$ cat config.mk
export PLATFORM = sky130hd
export DESIGN_NAME = blit_engine_flat
export DESIGN_NICKNAME = d
export VERILOG_FILES = /design/src/rtl/blit_pkg.sv /design/src/rtl/blit_link_if.sv /design/src/rtl/blit_fifo.sv /design/src/rtl/blit_engine.sv /design/src/flat_wrapper.sv
export VERILOG_INCLUDE_DIRS = /design/src /design/src/rtl
export SDC_FILE = /design/constraint.sdc
export NUM_CORES = 1
export LEC_CHECK = 0
export BUFFER_PORTS_ARGS = -buffer_cell sky130_fd_sc_hd__buf_4
export CAP_MARGIN = 20
export CORE_MARGIN = 2
export CORE_UTILIZATION = 40
export DETAILED_ROUTE_END_ITERATION = 10
export PLACE_DENSITY = 0.59
export SYNTH_ARGS = -nofsm -noshare
export SYNTH_HDL_FRONTEND = slang
export SYNTH_SLANG_ARGS = --single-unit
export TNS_END_PERCENT = 100
$ cat constraint.sdc
create_clock -name CLK_I -period 4.9 [get_ports CLK_I]
set_input_delay 0.98 -clock CLK_I [delete_from_list [all_inputs] [get_ports CLK_I]]
set_output_delay 0.98 -clock CLK_I [all_outputs]
set_load 0.01 [all_outputs]
$ cat src/rtl/blit_map.svh
`ifndef BLIT_MAP_SVH
`define BLIT_MAP_SVH

// ==========================================
// Widths and depths
`define BLIT_WORD_W      16
`define BLIT_COORD_W     16
`define BLIT_PLANES      4
`define BLIT_QUEUE_DEPTH 16

// ==========================================
// Word packing
`define BLIT_PLANE_PIX   5'h10
`define BLIT_STEP_ONE    3'h1
`define BLIT_STEP_TWO    3'h2
`define BLIT_STEP_FOUR   3'h4

// ==========================================
// APB register offsets of the controller
`define BLIT_OFS_CMD     8'h00
`define BLIT_OFS_ARG     8'h04
`define BLIT_OFS_DATA    8'h08
`define BLIT_OFS_STAT    8'h0C

// ==========================================
// Command register fields
`define BLIT_CMD_OP_LSB   0
`define BLIT_CMD_STEP_LSB 4
`define BLIT_CMD_Z_BIT    8
`define BLIT_CMD_REL_BIT  9

// ==========================================
// Status register fields
`define BLIT_STAT_CMD_BIT  0
`define BLIT_STAT_DATA_BIT 1
`define BLIT_STAT_BUSY_BIT 2

`endif

$ cat src/rtl/blit_pkg.sv
`default_nettype none

package blit_pkg;

   // ==========================================
   // Orders passed from controller to engine
   typedef enum logic [2:0]
   {
      OP_NONE,
      OP_SET_SIZE,
      OP_SET_PEN,
      OP_SET_ACT,
      OP_INPUT_AT,
      OP_INPUT_CUR
   } op_t;

endpackage : blit_pkg

`default_nettype wire

$ cat src/rtl/blit_link_if.sv
`timescale 1ns/1ps
`default_nettype none
`include "blit_map.svh"

interface blit_link_if;

   // ==========================================
   // Order channel
   logic                     cmd_valid;
   logic                     cmd_ready;
   blit_pkg::op_t            cmd_op;
   logic [2:0]               cmd_step;
   logic                     cmd_z;
   logic                     cmd_rel;
   logic [`BLIT_COORD_W-1:0] cmd_x;
   logic [`BLIT_COORD_W-1:0] cmd_y;

   // ==========================================
   // Block data channel, separate from orders
   logic                     dat_valid;
   logic                     dat_ready;
   logic [`BLIT_WORD_W-1:0]  dat_word;

   // Engine state
   logic                     busy;

   modport dev
   (
      input  cmd_valid, cmd_op, cmd_step, cmd_z, cmd_rel, cmd_x, cmd_y,
      input  dat_valid, dat_word,
      output cmd_ready, dat_ready, busy
   );

   modport host
   (
      output cmd_valid, cmd_op, cmd_step, cmd_z, cmd_rel, cmd_x, cmd_y,
      output dat_valid, dat_word,
      input  cmd_ready, dat_ready, busy
   );

endinterface : blit_link_if

`default_nettype wire

$ cat src/rtl/blit_fifo.sv
`timescale 1ns/1ps
`default_nettype none

module blit_fifo
#(
   parameter int WIDTH = 16,
   parameter int DEPTH = 16
)
(
   // Clock and reset
   input  wire logic             clk_i,
   input  wire logic             reset_i,
   // Filling side
   input  wire logic             in_valid_i,
   output logic                  in_ready_o,
   input  wire logic [WIDTH-1:0] in_data_i,
   // Draining side
   output logic                  out_valid_o,
   input  wire logic             out_ready_i,
   output logic [WIDTH-1:0]      out_data_o
);

   localparam int AW = $clog2(DEPTH);

   logic [WIDTH-1:0] mem [DEPTH];
   logic [AW-1:0]    wr_reg;
   logic [AW-1:0]    rd_reg;
   logic [AW:0]      count_reg;
   logic             push;
   logic             pop;

   // Honest full and empty from the count
   assign in_ready_o  = (count_reg != (AW+1)'(DEPTH));
   assign out_valid_o = (count_reg != '0);
   assign push        = in_valid_i && in_ready_o;
   assign pop         = out_valid_o && out_ready_i;
   assign out_data_o  = mem[rd_reg];

   // Storage, no reset needed
   always_ff @(posedge clk_i)
   begin
      if (push)
         mem[wr_reg] <= in_data_i;
   end

   // Pointers wrap only for power-of-two depth
   always_ff @(posedge clk_i)
   begin
      if (reset_i)
      begin
         wr_reg    <= '0;
         rd_reg    <= '0;
         count_reg <= '0;
      end
      else
      begin
         if (push)
            wr_reg <= wr_reg + 1'b1;
         if (pop)
            rd_reg <= rd_reg + 1'b1;
         if (push && !pop)
            count_reg <= count_reg + 1'b1;
         else if (pop && !push)
            count_reg <= count_reg - 1'b1;
      end
   end

endmodule : blit_fifo

`default_nettype wire

$ cat src/rtl/blit_engine.sv
// Register access over APB and the register offsets were decided locally.
`timescale 1ns/1ps
`default_nettype none
`include "blit_map.svh"

// ==========================================
// Block input engine
//
// Contract
// Three-bit step field sets X advance per word
// Host sets step 4, 2, 1 by size
// Order bit: clear by plane, set by pixel
// Explicit corner, optionally relative to pen
// Current variant starts at the pen
// Pen position never changes during transfer
// Block size comes from earlier size order
// No clipping; write all active planes
// Block words travel only through data queue
// Host sends whole words per scan line
// Plane mode: 16 pixels, leftmost bit first
// Step 1: one pixel on top nibble
// Fill lines left to right, top down
// Step 2: two pixels on upper byte
// Step 4: four pixels, leftmost top nibble
// Nibble bit order follows plane order
// Multi-device step 1/2 needs extra buffer
// Single device step 4 needs no buffer
// Empty queue stalls the transfer
module blit_engine
#(
   parameter int DEPTH = `BLIT_QUEUE_DEPTH
)
(
   // Clock and reset
   input  wire logic                     CLK_I,
   input  wire logic                     RESET_I,
   // Link from the controller
   blit_link_if.dev                      LINK,
   // Display memory write port
   output logic                          MEM_WE_O,
   output logic [`BLIT_COORD_W-1:0]      MEM_X_O,
   output logic [`BLIT_COORD_W-1:0]      MEM_Y_O,
   output logic [`BLIT_PLANES-1:0]       MEM_PIX_O,
   output logic [`BLIT_PLANES-1:0]       MEM_PLANE_O,
   // Pen position seen by the rest of the chip
   output logic [`BLIT_COORD_W-1:0]      PEN_X_O,
   output logic [`BLIT_COORD_W-1:0]      PEN_Y_O
);

   typedef enum logic {ST_IDLE, ST_XFER} state_t;

   localparam int CW = `BLIT_COORD_W;

   state_t                   state_reg;
   logic [CW-1:0]            width_reg;
   logic [CW-1:0]            height_reg;
   logic [CW-1:0]            pen_x_reg;
   logic [CW-1:0]            pen_y_reg;
   logic [`BLIT_PLANES-1:0]  act_reg;
   logic [2:0]               step_reg;
   logic                     z_reg;
   logic [CW-1:0]            base_x_reg;
   logic [CW-1:0]            base_y_reg;
   logic [CW-1:0]            col_reg;
   logic [CW-1:0]            row_reg;
   logic [4:0]               sub_reg;

   logic                     take;
   logic                     start;
   logic                     empty_blk;
   logic                     q_valid;
   logic                     q_pop;
   logic [`BLIT_WORD_W-1:0]  q_data;
   logic                     fire;
   logic                     line_end;
   logic                     word_end;
   logic                     blk_end;
   logic [4:0]               npw;
   logic [`BLIT_WORD_W-1:0]  bit_sh;
   logic [`BLIT_WORD_W-1:0]  nib_sh;
   logic [`BLIT_PLANES-1:0]  pix;

   // ==========================================
   // Block data queue between link and engine

   // Engine drains only while writing, so the queue really fills
   blit_fifo #(
      .WIDTH (`BLIT_WORD_W),
      .DEPTH (DEPTH)
   ) u_queue (
      .clk_i       (CLK_I),
      .reset_i     (RESET_I),
      .in_valid_i  (LINK.dat_valid),
      .in_ready_o  (LINK.dat_ready),
      .in_data_i   (LINK.dat_word),
      .out_valid_o (q_valid),
      .out_ready_i (q_pop),
      .out_data_o  (q_data)
   );

   // ==========================================
   // Order intake

   // Orders are taken only between transfers
   assign LINK.cmd_ready = (state_reg == ST_IDLE);
   assign LINK.busy      = (state_reg != ST_IDLE);
   assign take           = LINK.cmd_valid && LINK.cmd_ready;
   assign empty_blk      = (width_reg == '0) || (height_reg == '0);
   assign start          = take && !empty_blk
                        && (LINK.cmd_op == blit_pkg::OP_INPUT_AT
                         || LINK.cmd_op == blit_pkg::OP_INPUT_CUR);

   // Size, pen and plane state loaded by earlier orders
   always_ff @(posedge CLK_I)
   begin
      if (RESET_I)
      begin
         width_reg  <= '0;
         height_reg <= '0;
         pen_x_reg  <= '0;
         pen_y_reg  <= '0;
         act_reg    <= '1;
      end
      else if (take)
      begin
         unique case (LINK.cmd_op)
            blit_pkg::OP_SET_SIZE:
            begin
               width_reg  <= LINK.cmd_x;
               height_reg <= LINK.cmd_y;
            end
            blit_pkg::OP_SET_PEN:
            begin
               pen_x_reg <= LINK.cmd_x;
               pen_y_reg <= LINK.cmd_y;
            end
            blit_pkg::OP_SET_ACT:
               act_reg <= LINK.cmd_x[`BLIT_PLANES-1:0];
            // Transfers leave the pen alone  see
            default:
               act_reg <= act_reg;
         endcase
      end
   end

   // Latch mode and upper-left corner at the start
   always_ff @(posedge CLK_I)
   begin
      if (RESET_I)
      begin
         step_reg   <= `BLIT_STEP_FOUR;
         z_reg      <= 1'b0;
         base_x_reg <= '0;
         base_y_reg <= '0;
      end
      else if (start)
      begin
         step_reg <= LINK.cmd_step;
         z_reg    <= LINK.cmd_z;
         if (LINK.cmd_op == blit_pkg::OP_INPUT_CUR)
         begin
            base_x_reg <= pen_x_reg;
            base_y_reg <= pen_y_reg;
         end
         else if (LINK.cmd_rel)
         begin
            base_x_reg <= pen_x_reg + LINK.cmd_x;
            base_y_reg <= pen_y_reg + LINK.cmd_y;
         end
         else
         begin
            base_x_reg <= LINK.cmd_x;
            base_y_reg <= LINK.cmd_y;
         end
      end
   end

   // ==========================================
   // Pixel walk

   // Pixels per word; any step code other than 4 or 2 acts as one pixel
   always_comb
   begin
      if (!z_reg)
         npw = `BLIT_PLANE_PIX;
      else if (step_reg == `BLIT_STEP_FOUR)
         npw = 5'h04;
      else if (step_reg == `BLIT_STEP_TWO)
         npw = 5'h02;
      else
         npw = 5'h01;
   end

   // A pixel goes out only when a word waits  see
   assign fire     = (state_reg == ST_XFER) && q_valid;
   assign line_end = (col_reg == width_reg - 1'b1);
   assign word_end = (sub_reg == npw - 1'b1);
   assign blk_end  = line_end && (row_reg == height_reg - 1'b1);
   // Unused tail of a line's last word is dropped  see
   assign q_pop    = fire && (line_end || word_end);

   // Leftmost pixel sits in the top bits of the word
   assign bit_sh = q_data << sub_reg;
   assign nib_sh = q_data << {sub_reg[3:0], 2'b00};
   // Nibble bit i feeds plane i  see
   assign pix    = z_reg ? nib_sh[15:12] : {`BLIT_PLANES{bit_sh[15]}};

   // Walk state
   always_ff @(posedge CLK_I)
   begin
      if (RESET_I)
         state_reg <= ST_IDLE;
      else if (start)
         state_reg <= ST_XFER;
      else if (fire && blk_end)
         state_reg <= ST_IDLE;
   end

   // Left to right, then next line down  see
   always_ff @(posedge CLK_I)
   begin
      if (RESET_I || start)
      begin
         col_reg <= '0;
         row_reg <= '0;
         sub_reg <= '0;
      end
      else if (fire)
      begin
         sub_reg <= (line_end || word_end) ? 5'h00 : sub_reg + 1'b1;
         if (line_end)
         begin
            col_reg <= '0;
            row_reg <= row_reg + 1'b1;
         end
         else
            col_reg <= col_reg + 1'b1;
      end
   end

   // ==========================================
   // Memory write port, registered

   // No clip test; all active planes written  see
   always_ff @(posedge CLK_I)
   begin
      if (RESET_I)
      begin
         MEM_WE_O    <= 1'b0;
         MEM_X_O     <= '0;
         MEM_Y_O     <= '0;
         MEM_PIX_O   <= '0;
         MEM_PLANE_O <= '0;
      end
      else
      begin
         MEM_WE_O <= fire;
         if (fire)
         begin
            MEM_X_O     <= base_x_reg + col_reg;
            MEM_Y_O     <= base_y_reg + row_reg;
            MEM_PIX_O   <= pix;
            MEM_PLANE_O <= act_reg;
         end
      end
   end

   assign PEN_X_O = pen_x_reg;
   assign PEN_Y_O = pen_y_reg;

endmodule : blit_engine

`default_nettype wire

$ cat src/flat_wrapper.sv
// flat-port wrapper written by rule: the top's interface ports become plain ports
module blit_engine_flat 
#(
   parameter int DEPTH = `BLIT_QUEUE_DEPTH
)
  (CLK_I, RESET_I, MEM_WE_O, MEM_X_O, MEM_Y_O, MEM_PIX_O, MEM_PLANE_O, PEN_X_O, PEN_Y_O, LINK_cmd_valid, LINK_cmd_op, LINK_cmd_step, LINK_cmd_z, LINK_cmd_rel, LINK_cmd_x, LINK_cmd_y, LINK_dat_valid, LINK_dat_word, LINK_cmd_ready, LINK_dat_ready, LINK_busy);
  blit_link_if LINK_i ();
  input  wire logic CLK_I;
  input  wire logic RESET_I;
  output logic MEM_WE_O;
  output logic [`BLIT_COORD_W-1:0] MEM_X_O;
  output logic [`BLIT_COORD_W-1:0] MEM_Y_O;
  output logic [`BLIT_PLANES-1:0] MEM_PIX_O;
  output logic [`BLIT_PLANES-1:0] MEM_PLANE_O;
  output logic [`BLIT_COORD_W-1:0] PEN_X_O;
  output logic [`BLIT_COORD_W-1:0] PEN_Y_O;
  input wire logic [$bits(LINK_i.cmd_valid)-1:0] LINK_cmd_valid;
  input wire logic [$bits(LINK_i.cmd_op)-1:0] LINK_cmd_op;
  input wire logic [$bits(LINK_i.cmd_step)-1:0] LINK_cmd_step;
  input wire logic [$bits(LINK_i.cmd_z)-1:0] LINK_cmd_z;
  input wire logic [$bits(LINK_i.cmd_rel)-1:0] LINK_cmd_rel;
  input wire logic [$bits(LINK_i.cmd_x)-1:0] LINK_cmd_x;
  input wire logic [$bits(LINK_i.cmd_y)-1:0] LINK_cmd_y;
  input wire logic [$bits(LINK_i.dat_valid)-1:0] LINK_dat_valid;
  input wire logic [$bits(LINK_i.dat_word)-1:0] LINK_dat_word;
  output wire logic [$bits(LINK_i.cmd_ready)-1:0] LINK_cmd_ready;
  output wire logic [$bits(LINK_i.dat_ready)-1:0] LINK_dat_ready;
  output wire logic [$bits(LINK_i.busy)-1:0] LINK_busy;
  assign LINK_i.cmd_valid = LINK_cmd_valid;
  assign LINK_i.cmd_op = LINK_cmd_op;
  assign LINK_i.cmd_step = LINK_cmd_step;
  assign LINK_i.cmd_z = LINK_cmd_z;
  assign LINK_i.cmd_rel = LINK_cmd_rel;
  assign LINK_i.cmd_x = LINK_cmd_x;
  assign LINK_i.cmd_y = LINK_cmd_y;
  assign LINK_i.dat_valid = LINK_dat_valid;
  assign LINK_i.dat_word = LINK_dat_word;
  assign LINK_cmd_ready = LINK_i.cmd_ready;
  assign LINK_dat_ready = LINK_i.dat_ready;
  assign LINK_busy = LINK_i.busy;
  blit_engine #(.DEPTH(DEPTH)) u_core (.CLK_I(CLK_I), .RESET_I(RESET_I), .LINK(LINK_i), .MEM_WE_O(MEM_WE_O), .MEM_X_O(MEM_X_O), .MEM_Y_O(MEM_Y_O), .MEM_PIX_O(MEM_PIX_O), .MEM_PLANE_O(MEM_PLANE_O), .PEN_X_O(PEN_X_O), .PEN_Y_O(PEN_Y_O));
endmodule
==> summary.txt, run 1 <==
Outcome
  – Outcome: complete, no violations

Timing
  – Final period utilization: between 80 and 90%
  – Final Setup Violations: 0
  – F_max: ~0.23 GHz
  – Least-Margin Pin Slew: between 1 and 1.5 ns
  – Max-slew violations: 0
  – Final-report hold violation count: 0
  – TNS Setup: 0 ns
  – Setup Skew: ~0.047 ns
  – Final setup margin: ~0.59 ns
  – Slew HR: between 20% and 30%
  – RSZ-0062 raised after global routing: false
  – Final Critical Period: about 4.3 ns

Worst setup path
  – Setup slack, reg-to-reg: ~0.59 ns
  – Worst Setup Start Kind: flip-flop
  – Worst EP required: between 5 and 6 ns
  – Setup crit end kind: flip-flop
  – Crit path arrival time: just under 5 ns
  – CP Max Fanout: 12
  – Critical path class: flip-flop to flip-flop
  – FF-to-FF Start: u_core.width_reg[0]$_SDFFE_PP0P_
  – FF-to-FF End: u_core.u_queue.count_reg[4]$_SDFFE_PP0P_
  – Worst r2r path cells: 17

Routing
  – DR iter-0 viols: approximately 1300
  – Drt via density: about 5.6
  – Drt total wl: between 60 and 70 mm
  – ANT nets after route: 0
  – Pre-Repair DR Iteration Count: 6
  – Avg WL per Cell: ~21 um
  – Drt drc: 0
  – Total number of vias: between 15000 and 20000

CTS
  – Clock Pin Slew Worst Setup and Hold Paths: around 0.06 ns
  – Clock root cell: clkbuf_16
  – Clock sinks: between 400 and 500
  – CTS tree: done
  – Worst skew pair latency: about 0.63 ns
  – H-tree Lvls: 2
  – # resized after CTS: 0
  – Buffer count from post-CTS setup fixing: 0
  – Hold buffers post-CTS: 0
  – CTS Buf Count: 50
  – Clock buffer depth: 3

Synthesis
  – Top-count cell post-synth: nand2_1
  – Synth top cells by count: nand2_1, edfxtp_1, dfxtp_1
  – Cell taking the most area after synthesis: edfxtp_1
  – Top cells by area, synth: edfxtp_1, dfxtp_1, mux4_2, nand2_1, ha_1
  – Main synth FF type: edfxtp_1
  – Synth cell types: 81
  – Ys Warns: 0
  – Synthesized net count: 2232
  – Post-synth top area share: ~34%
  – Yosys reg bits: around 460
  – Sequential area share after synthesis: between 50 and 60%
  – Post-Syn Instances: between 2000 and 2500
  – Mean post-synth cell area: roughly 11 um^2
  – EDFF count, synth: 256
  – Post-synthesis cell area: 22430 um^2
  – Post-synthesis async set-or-reset flop share: 0%

Layout
  – Synth-to-Final Area Change: 16.04%
  – Final layout net count: ~2400
  – Fillers: 5083
  – Max FFs per register: roughly 260
  – Fraction of layout cells with a size suffix above 1: between 10% and 20%
  – Largest Register: u_core.u_queue.mem

Power and ir drop
  – Power per cell area: about 330 nW/um^2
  – Maximum VDD drop: 271.4 uV
  – P_leak: approximately 9.3 nW

Global route
  – Initial antenna violation count: 3
  – GR Overflow Total: 0
  – First-pass GRT wire length: between 90 and 100 mm
  – Largest net degree at the start of global routing: ~60
  – Vias in the first global route: roughly 16000
  – GR Util All Layers: roughly 22%

Die
  – Core area: ~55000 um^2
  – Die width: 240.8 um
  – Row count: 86
  – Full die area: 57980 um^2
  – Initial core utilization: 40.55%
  – Top Ports: 136
  – Die H: around 240 um

Flow run
  – MaxCap Viol Count: 0

Place
  – Hpwl dp: roughly 44 mm
  – Port bufs: ~140
  – Gpl congestion: between 0.8 and 0.9
  – Place WS: approximately 0.63 ns

Hold path
  – Worst Hold End: u_core.MEM_Y_O[7]$_SDFFE_PP0P_
  – Hold_sp: u_core.MEM_Y_O[7]$_SDFFE_PP0P_
  – Worst hold stages: 2
  – Worst Hold Class: flip-flop to flip-flop
[power by group]
part           total (W)  internal, W  switching (W)
clock network    0.00379      0.00219        0.00160
logic           0.000692     0.000264       0.000428
registers        0.00418      0.00412      0.0000552
[cell families after synthesis]
kind of cell             Yosys count  share of synthesized area [%]
AND/OR/NAND/NOR                  710                          14.84
buffers and inverters            167                          3.023
XOR/XNOR                          92                          3.593
adder cells (fa/ha/maj)           80                          4.630
flip-flops                       456                          52.13
multiplexers                     131                          8.909
AO/OA/AOI/OAI                    456                          12.88
[area by class of cell]
type	instances	area (um^2)	share of cell area (%)
diodes	2	5.005	0.01923
clock buffers	68	1369	5.259
clock inverters	24	291.5	1.120
inverters	51	191.4	0.7355
multi-input cells	1469	10130	38.93
flip-flops and latches	456	11700	44.94
well taps	748	935.9	3.596
repair buffers	183	1406	5.404
[worst max-delay path by stage]
stage                                                start                                  endpoint  slack [ns]  depth (start not counted)
after floorplan           u_core.width_reg[0]$_SDFFE_PP0P_  u_core.u_queue.count_reg[4]$_SDFFE_PP0P_        1.18                         18
after global placement    u_core.width_reg[0]$_SDFFE_PP0P_  u_core.u_queue.count_reg[4]$_SDFFE_PP0P_        0.77                         17
after detailed placement  u_core.width_reg[0]$_SDFFE_PP0P_  u_core.u_queue.count_reg[4]$_SDFFE_PP0P_        0.63                         17
after CTS                 u_core.width_reg[0]$_SDFFE_PP0P_  u_core.u_queue.count_reg[4]$_SDFFE_PP0P_        0.58                         17
after global routing      u_core.width_reg[8]$_SDFFE_PP0P_  u_core.u_queue.count_reg[4]$_SDFFE_PP0P_        0.21                         15
final                     u_core.width_reg[0]$_SDFFE_PP0P_  u_core.u_queue.count_reg[4]$_SDFFE_PP0P_        0.59                         17
[metrics by stage]
step	power (W)	hold WS (ns)	util, %	cells	instance area [um^2]
3_5_place_dp	0.004950	0.4495	44.05	2907	24360
4_1_cts	0.008744	0.4558	47.05	2999	26020
6_report	0.008657	0.4531	47.06	3001	26030
5_1_grt	0.008973	0.4726	47.05	3000	26020
3_3_place_gp	0.004928	0.4431	44.02	2906	24350
2_1_floorplan	0.004671	0.4315	-	2092	22430
[placed cells by master (no fill, tap or decap), drive strengths merged, types with 6 or more instances in the layout]
cell     instances
a2111oi         12
a211o            9
a211oi          24
a21boi           7
a21o            19
a21oi          177
a22oi            8
a31o             7
a31oi           23
and2            10
and3            15
buf            183
clkbuf          68
clkinv          18
dfxtp          200
edfxtp         256
ha              75
inv             50
mux2             9
mux2i           68
mux4            54
nand2          296
nand2b          10
nand3           54
nand3b          10
nand4           18
nor2           141
nor2b           23
nor3            66
nor3b            6
nor4            10
o211ai          30
o21a             8
o21ai           72
o31ai            9
o41ai           11
or3             23
or4             12
xnor2           49
xor2            43
[worst max-delay path, stage by stage, from the launching register on]
cell      delay (ns)
dfxtp_1         0.35
inv_1           0.07
ha_1            0.23
nor4b_2         0.52
nand4_1         0.23
nor2_1          0.16
xnor2_1         0.15
a211oi_2        0.10
a31oi_1         0.65
nand2b_1        0.20
ha_1            0.18
inv_1           0.10
fa_1            0.42
a21o_1          0.18
a21oi_1         0.17
xnor2_1         0.09
or3_1           0.31
a21oi_1         0.13
[layer usage]
metal  share of wire (%)  up-vias  track usage [%]
met5               0.020        -                0
met4                 2.7        2            7.089
met3                 5.9       93            3.523
met2                  48      527            36.65
met1                  44     8322            29.43
li1                    -     7985                -
No activity file was read; power rests on OpenSTA's default activity.
==> inputs of run 2 (changes only) <==
ABC_AREA = 1   (was default)
BUFFER_PORTS_ARGS = -buffer_cell sky130_fd_sc_hd__buf_2   (was -buffer_cell sky130_fd_sc_hd__buf_4)
==> run 2 against run 1 <==
Net effect: non-clock buffer count shrank 17; area after synthesis grew 3.7%; global-route usage grew 0.66 points; largest power group unchanged.
==> summary.txt, run 2 <==
CTS
  – CTS tree: done
  – Worst skew pair latency: 0.63 ns (about the same)
  – Hold buffers post-CTS: 0 (unchanged)
  – Buffer count from post-CTS setup fixing: 0 (unchanged)
  – Clock sinks: 456 (unchanged)
  – H-tree Lvls: 2 (unchanged)
  – Clock buffer depth: 3 (unchanged)
  – Clock Pin Slew Worst Setup and Hold Paths: 0.06 ns (about the same)
  – # resized after CTS: 0 (unchanged)
  – Clock root cell: clkbuf_16
  – CTS Buf Count: 52 (+4.0%)

Outcome
  – Outcome: complete, no violations

Layout
  – Synth-to-Final Area Change: 13.66%
  – Most common cell after layout, fill and taps aside: nand2_1
  – Fraction of layout cells with a size suffix above 1: 9.960% (-6.4 points)
  – Largest Register: u_core.u_queue.mem
  – Final layout net count: 3078 (+31%)
  – Max FFs per register: 256 (unchanged)
  – Most frequent cells in the layout: nand2_1, nor2_1, edfxtp_1
  – Inserted Diodes: 0 (-2)

Routing
  – Pre-Repair DR Iteration Count: 5 (-1)
  – Avg WL per Cell: 18.33 um (-15%)
  – Drt via density: 5.218 (-7.5%)
  – Total number of vias: 19550 (+15%)
  – Drt total wl: 68.70 mm (+6.5%)
  – ANT nets after route: 0 (unchanged)
  – Drt drc: 0 (unchanged)
  – DR iter-0 viols: 1562 (+18%)

Place
  – Hpwl dp: 45.95 mm (+4.9%)
  – Place WS: 1.262 ns (+0.6317 ns)
  – Port bufs: 135 (unchanged)
  – Gpl congestion: 0.9111 (+4.0%)

Global route
  – GR Overflow Total: 0 (unchanged)
  – Initial antenna violation count: 1 (-2)
  – First-pass GRT wire length: 106.2 mm (+9.3%)
  – GR Util All Layers: 22.68% (+0.66 points)
  – Largest net degree at the start of global routing: 99 (+68%)
  – Vias in the first global route: 18492 (+15%)

Timing
  – Final period utilization: 74.50% (-13 points)
  – F_max: 0.2740 GHz (+18%)
  – RSZ-0062 raised after global routing: false
  – Max-slew violations: 0 (unchanged)
  – Slew HR: 28.99% (-0.87 points)
  – Least-Margin Pin Slew: 1.065 ns (+0.03958 ns)
  – Final setup margin: 1.250 ns (+0.6580 ns)
  – Final Setup Violations: 0 (unchanged)
  – Final-report hold violation count: 0 (unchanged)
  – Setup Skew: 0.04382 ns (-0.003647 ns)
  – Final Critical Period: 3.650 ns (-0.6580 ns)
  – TNS Setup: 0 ns (unchanged)

Die
  – Top Ports: 136 (unchanged)
  – Die width: 245.2 um (+1.8%)
  – Core area: 57590 um^2 (+4.1%)
  – Die H: 245.2 um (+1.8%)
  – Initial core utilization: 40.41% (-0.15 points)
  – Row count: 88 (+2.3%)
  – Full die area: 60120 um^2 (+3.7%)

Synthesis
  – EDFF count, synth: 256 (unchanged)
  – Post-synthesis async set-or-reset flop share: 0% (unchanged)
  – Yosys reg bits: 456 (unchanged)
  – Mean post-synth cell area: 8.211 um^2 (-23%)
  – Synth top cells by count: nand2_1, nor2_1, edfxtp_1
  – Post-Syn Instances: 2834 (+35%)
  – Sequential area share after synthesis: 50.24% (-1.9 points)
  – Synthesized net count: 2974 (+33%)
  – Synth cell types: 50 (-38%)
  – Cell taking the most area after synthesis: edfxtp_1
  – Top-count cell post-synth: nand2_1
  – Top cells by area, synth: edfxtp_1, dfxtp_1, nand2_1, nor2_1, nand3_1
  – Ys Warns: 0 (unchanged)
  – Main synth FF type: edfxtp_1
  – Post-synthesis cell area: 23270 um^2 (+3.7%)
  – Post-synth top area share: 33.04% (-1.2 points)

Worst setup path
  – Critical path class: flip-flop to flip-flop
  – Worst EP required: 5.41 ns (about the same)
  – CP Max Fanout: 6 (-6)
  – Crit path launch: u_core.width_reg[1]$_SDFFE_PP0P_
  – Setup crit end kind: flip-flop
  – Worst Setup Start Kind: flip-flop
  – Crit path arrival time: 4.16 ns (-0.66 ns)
  – FF-to-FF Start: u_core.width_reg[1]$_SDFFE_PP0P_

Hold path
  – Worst Hold Class: flip-flop to flip-flop
  – Hold_sp: u_core.act_reg[3]$_SDFFE_PP1P_

Power and ir drop
  – Maximum VDD drop: 262.6 uV (-3.2%)
  – P_leak: 11.41 nW (+23%)
  – Power per cell area: 334.8 nW/um^2 (+0.65%)

Flow run
  – MaxCap Viol Count: 0 (unchanged)
-- run 2: cell count changes in the layout (fill, tap and decap cells not counted), moves of 34 or more --
cell | previous run | this run
inv_1 | 49 | 236
a21oi_1 | 177 | 135
buf_2 | 0 | 135
mux2i_1 | 68 | 7
nand3_1 | 54 | 245
nand2_1 | 296 | 679
nor2_1 | 131 | 364
nor3_1 | 58 | 24
mux4_2 | 54 | 0
o21ai_0 | 66 | 220
buf_4 | 180 | 29
-- run 2: path summary, 6_finish.rpt --
path | endpoint | slack, ns | depth (start not counted)
worst max-delay path | u_core.u_queue.count_reg[4]$_SDFFE_PP0P_ | 1.25 | 20
worst min-delay path | u_core.act_reg[3]$_SDFFE_PP1P_ | 0.46 | 2
worst max register to register | u_core.u_queue.count_reg[4]$_SDFFE_PP0P_ | 1.25 | 20
worst min register to register | u_core.act_reg[3]$_SDFFE_PP1P_ | 0.46 | 2
-- run 2: logic make-up (layout without fill, tap and decap cells) --
family | Yosys count | count (layout) | share of synthesized area (%)
compound gates | 441 | 441 | 10.40
mux | 7 | 7 | 0.3011
flops | 456 | 456 | 50.24
fa+ha+maj | 80 | 80 | 4.463
xor+xnor | 91 | 91 | 3.549
simple gates | 1392 | 1392 | 24.91
buf+inv | 367 | 515 | 6.130
-- run 2: layout make-up --
class                           count  area (um^2)
Fill cell                        5610        31140
Sequential cell                   456        11700
Multi-Input combinational cell   2011        10210
Clock buffer                       69         1446
Tap cell                          765        957.2
Inverter                          251        944.7
Timing Repair Buffer              166        933.4
Clock inverter                     29        264.0
-- run 2: critical path: stages, from the launching register on --
cell	delay, ns
dfxtp_1	0.31
inv_1	0.11
ha_1	0.24
nand2_2	0.14
nor2_4	0.15
xor2_1	0.26
nand3_1	0.14
nor3_2	0.28
nand3_1	0.21
nand2_2	0.15
nand2_2	0.11
ha_1	0.23
inv_1	0.15
ha_1	0.29
a21o_1	0.20
a31oi_1	0.18
nor2_1	0.06
nor2_1	0.08
nand2_1	0.06
o21ai_0	0.14
a21oi_1	0.05
-- run 2: stage by stage --
step / total power (W) / cells / cell area, um^2 / hold slack (ns) / util (%)
after floorplan: 0.004793 / 2834 / 23270 / 0.4236 / -
after global placement: 0.005083 / 3649 / 24740 / 0.4401 / 42.96
after detailed placement: 0.005099 / 3649 / 24740 / 0.4377 / 42.96
after CTS: 0.008932 / 3747 / 26450 / 0.4528 / 45.93
after global routing: 0.009198 / 3747 / 26450 / 0.4806 / 45.93
final: 0.008854 / 3747 / 26450 / 0.4555 / 45.93
-- run 2: metal layers --
metal / global-route usage (%) / vias to the layer above / routed length, um
met2: 38.28 / 526 / 32780
li1: - / 9677 / -
met1: 30.45 / 9256 / 30350
met5: 0 / - / 0
met4: 5.631 / 0 / 1518
met3: 3.422 / 91 / 4047
-- run 2: power breakdown --
group	switching, W	total (W)	internal [W]	leakage [nW]
registers	0.0000665	0.00420	0.00413	3.93
logic	0.000551	0.000820	0.000270	6.65
clock network	0.00163	0.00383	0.00220	0.831
==> inputs of run 3 (changes only) <==
PLACE_DENSITY = 0.61   (was 0.59)
clock period = 3.1 ns   (was 4.9 ns; I/O delays follow)
==> run 3 against run 2 <==
Net effect: fmax grew 20%; core utilization is 1.1 points higher; final area is 2.4% higher; clock skew is 0.012 ns lower; flip-flop and latch count is the same; critical path type unchanged; global-route usage grew 0.19 points; setup slack worse by 1.2 ns.
==> summary.txt, run 3 (synthesized netlist as in run 2, its figures left out) <==
Power and ir drop
  – Maximum VDD drop: 388.9 uV (+48%)
  – Overall Power: 0.01398 W (+58%)
  – P_leak: 11.77 nW (+3.1%)
  – Combinational power share: 10.0% (+0.7 points)
  – Sw Share: 25.66% (+0.22 points)
  – Sequential share of power: 47.5% (about the same)
  – Clock power frac: 42.5% (-0.8 points)
  – Power per cell area: 516.1 nW/um^2 (+54%)
  – Internal: 0.01039 W (+57%)
  – Net Sw Power: 0.003586 W (+59%)

Place
  – Gpl congestion: 0.9439 (+3.6%)
  – Hpwl dp: 48.16 mm (+4.8%)
  – Port bufs: 135 (unchanged)
  – Place WS: -0.06313 ns (-1.326 ns)
  – Placed cell count: 3708 (+1.6%)

Worst setup path
  – Worst r2r path cells: 19 (-5.0%)
  – FF-to-FF End: u_core.u_queue.count_reg[3]$_SDFFE_PP0P_
  – Crit path arrival time: 3.56 ns (-0.60 ns)
  – Worst Setup Start Kind: flip-flop
  – Critical path class: flip-flop to flip-flop
  – Setup crit end kind: flip-flop
  – CP Max Fanout: 6 (unchanged)
  – Worst EP required: 3.61 ns (-1.80 ns)
  – FF-to-FF Start: u_core.width_reg[0]$_SDFFE_PP0P_
  – Setup slack, reg-to-reg: 0.05 ns (-1.20 ns)

Timing
  – Final period utilization: 98.32% (+24 points)
  – Hold_ws: 0.3198 ns (-0.1357 ns)
  – Setup Skew: 0.03151 ns (-0.01232 ns)
  – Final setup margin: 0.05216 ns (-1.198 ns)
  – F_max: 0.3281 GHz (+20%)
  – Least-Margin Pin Slew: 0.8462 ns (-0.2190 ns)
  – Max-slew violations: 0 (unchanged)
  – Final Setup Violations: 0 (unchanged)
  – RSZ-0062 raised after global routing: true
  – Slew HR: 43.59% (+15 points)
  – Final Critical Period: 3.048 ns (-0.6024 ns)
  – Final-report hold violation count: 0 (unchanged)

Global route
  – Largest net degree at the start of global routing: 105 (+6.1%)
  – GR Overflow Total: 0 (unchanged)
  – Initial antenna violation count: 3 (+2)
  – GR Util All Layers: 22.87% (+0.19 points)
  – Vias in the first global route: 18864 (+2.0%)
  – First-pass GRT wire length: 107.8 mm (+1.6%)

Routing
  – Total number of vias: 19807 (+1.3%)
  – Met2 WL: 33.36 mm (+1.8%)
  – Pre-Repair DR Iteration Count: 5 (unchanged)
  – ANT nets after route: 0 (unchanged)
  – DR iter-0 viols: 1405 (-10%)
  – M1 WL: 31.36 mm (+3.3%)
  – Drt drc: 0 (unchanged)
  – Avg WL per Cell: 18.24 um (-0.50%)
  – Metal3 WL: 3.366 mm (-17%)
  – Drt via density: 5.191 (-0.52%)
  – Top Layer Used: met5
  – Drt total wl: 69.61 mm (+1.3%)

Die
  – Row count: 88 (unchanged)
  – Die H: 245.2 um (unchanged)
  – Die width: 245.2 um (unchanged)
  – Full die area: 60120 um^2 (unchanged)
  – Initial core utilization: 40.41% (unchanged)
  – Top Ports: 136 (unchanged)
  – Core area: 57590 um^2 (unchanged)

Layout
  – Max FFs per register: 256 (unchanged)
  – Most frequent cells in the layout: nand2_1, nor2_1, edfxtp_1
  – Final layout net count: 3148 (+2.3%)
  – Largest Register: u_core.u_queue.mem
  – Fraction of layout cells with a size suffix above 1: 12.50% (+2.5 points)
  – Non-filler cells, final: 3816 (+1.8%)
  – Synth-to-Final Area Change: 16.38%
  – Fillers: 5564 (-0.82%)
  – Post-Route Utilization: 47.03% (+1.1 points)
  – Most common cell after layout, fill and taps aside: nand2_1

Hold path
  – Worst Hold End: u_core.step_reg[0]$_SDFFE_PP0P_
  – Worst Hold Class: input port to flip-flop
  – Hold_sp: LINK_cmd_step[0]
  – Worst hold stages: 3 (+1)

Flow run
  – MaxCap Viol Count: 0 (unchanged)

CTS
  – CTS tree: done
  – Hold buffers post-CTS: 0 (unchanged)
  – Clock sinks: 456 (unchanged)
  – CTS Buf Count: 50 (-3.8%)
  – Clock buffer depth: 3 (unchanged)
  – Clock Pin Slew Worst Setup and Hold Paths: 0.06 ns (about the same)
  – Worst skew pair latency: 0.63 ns (about the same)
  – H-tree Lvls: 2 (unchanged)
  – Clock root cell: clkbuf_16

Outcome
  – Outcome: complete, no violations
run 3: cell type report:
class,count,area (um^2),share of cell area [%]
antenna,3,7.507,0.02772
clock buffer,63,1350,4.985
clock inverter,29,285.3,1.053
inverter,251,948.4,3.502
multi-input combinational,2011,10290,37.98
sequential,456,11700,43.19
tap,765,957.2,3.534
timing repair buffer,238,1549,5.720
run 3: worst max-delay path by stage:
stage,start,to,slack [ns],depth (start not counted)
after global routing,u_core.width_reg[0]$_SDFFE_PP0P_,u_core.u_queue.count_reg[4]$_SDFFE_PP0P_,-0.18,23
after detailed placement,u_core.width_reg[0]$_SDFFE_PP0P_,u_core.u_queue.count_reg[4]$_SDFFE_PP0P_,-0.06,20
final,u_core.width_reg[0]$_SDFFE_PP0P_,u_core.u_queue.count_reg[3]$_SDFFE_PP0P_,0.05,19
after CTS,u_core.width_reg[1]$_SDFFE_PP0P_,u_core.u_queue.count_reg[4]$_SDFFE_PP0P_,0.01,20
after floorplan,u_core.width_reg[1]$_SDFFE_PP0P_,u_core.u_queue.count_reg[4]$_SDFFE_PP0P_,0.001,20
after global placement,u_core.width_reg[1]$_SDFFE_PP0P_,u_core.u_queue.count_reg[4]$_SDFFE_PP0P_,-0.006,20
run 3: power groups by stage:
stage	registers, W	clock network [W]	logic [W]
6_report	0.00664	0.00595	0.00139
5_1_grt	0.00664	0.00631	0.00156
4_1_cts	0.00663	0.00608	0.00137
3_5_place_dp	0.00676	0	0.00136
3_3_place_gp	0.00676	0	0.00133
2_1_floorplan	0.00675	0	0.000824
run 3: repair_timing:
action,4_1_cts,5_1_grt
resized for setup,3,18
pin swaps,5,11
setup endpoints to repair,1,18
setup buffers,8,5
run 3: stage by stage:
| step | TNS [ns] | cell area (um^2) |
|---|---|---|
| 4_1_cts | 0 | 26950 |
| 2_1_floorplan | 0 | 23270 |
| 5_1_grt | -0.3491 | 27080 |
| 6_report | 0 | 27080 |
| 3_3_place_gp | -0.005977 | 25240 |
| 3_5_place_dp | -0.06313 | 25240 |
run 3: worst max-delay path, stage by stage, from the launching register on:
cell	delay [ns]
dfxtp_2	0.32
inv_2	0.08
buf_4	0.13
nand3_4	0.15
o21bai_1	0.23
nand2_1	0.08
nand2_1	0.09
nand3_1	0.12
nor3_4	0.25
nand3_2	0.12
nand2_2	0.09
nand2_2	0.06
ha_2	0.17
inv_2	0.08
ha_1	0.27
a21o_1	0.19
a31oi_1	0.19
xnor2_1	0.10
o21ai_0	0.17
inv_1	0.05
run 3: metal layers:
layer	up-vias	GRT usage, %
li1	9796	-
met1	9433	30.89
met2	480	38.83
met3	96	2.897
met4	2	5.649
met5	-	0
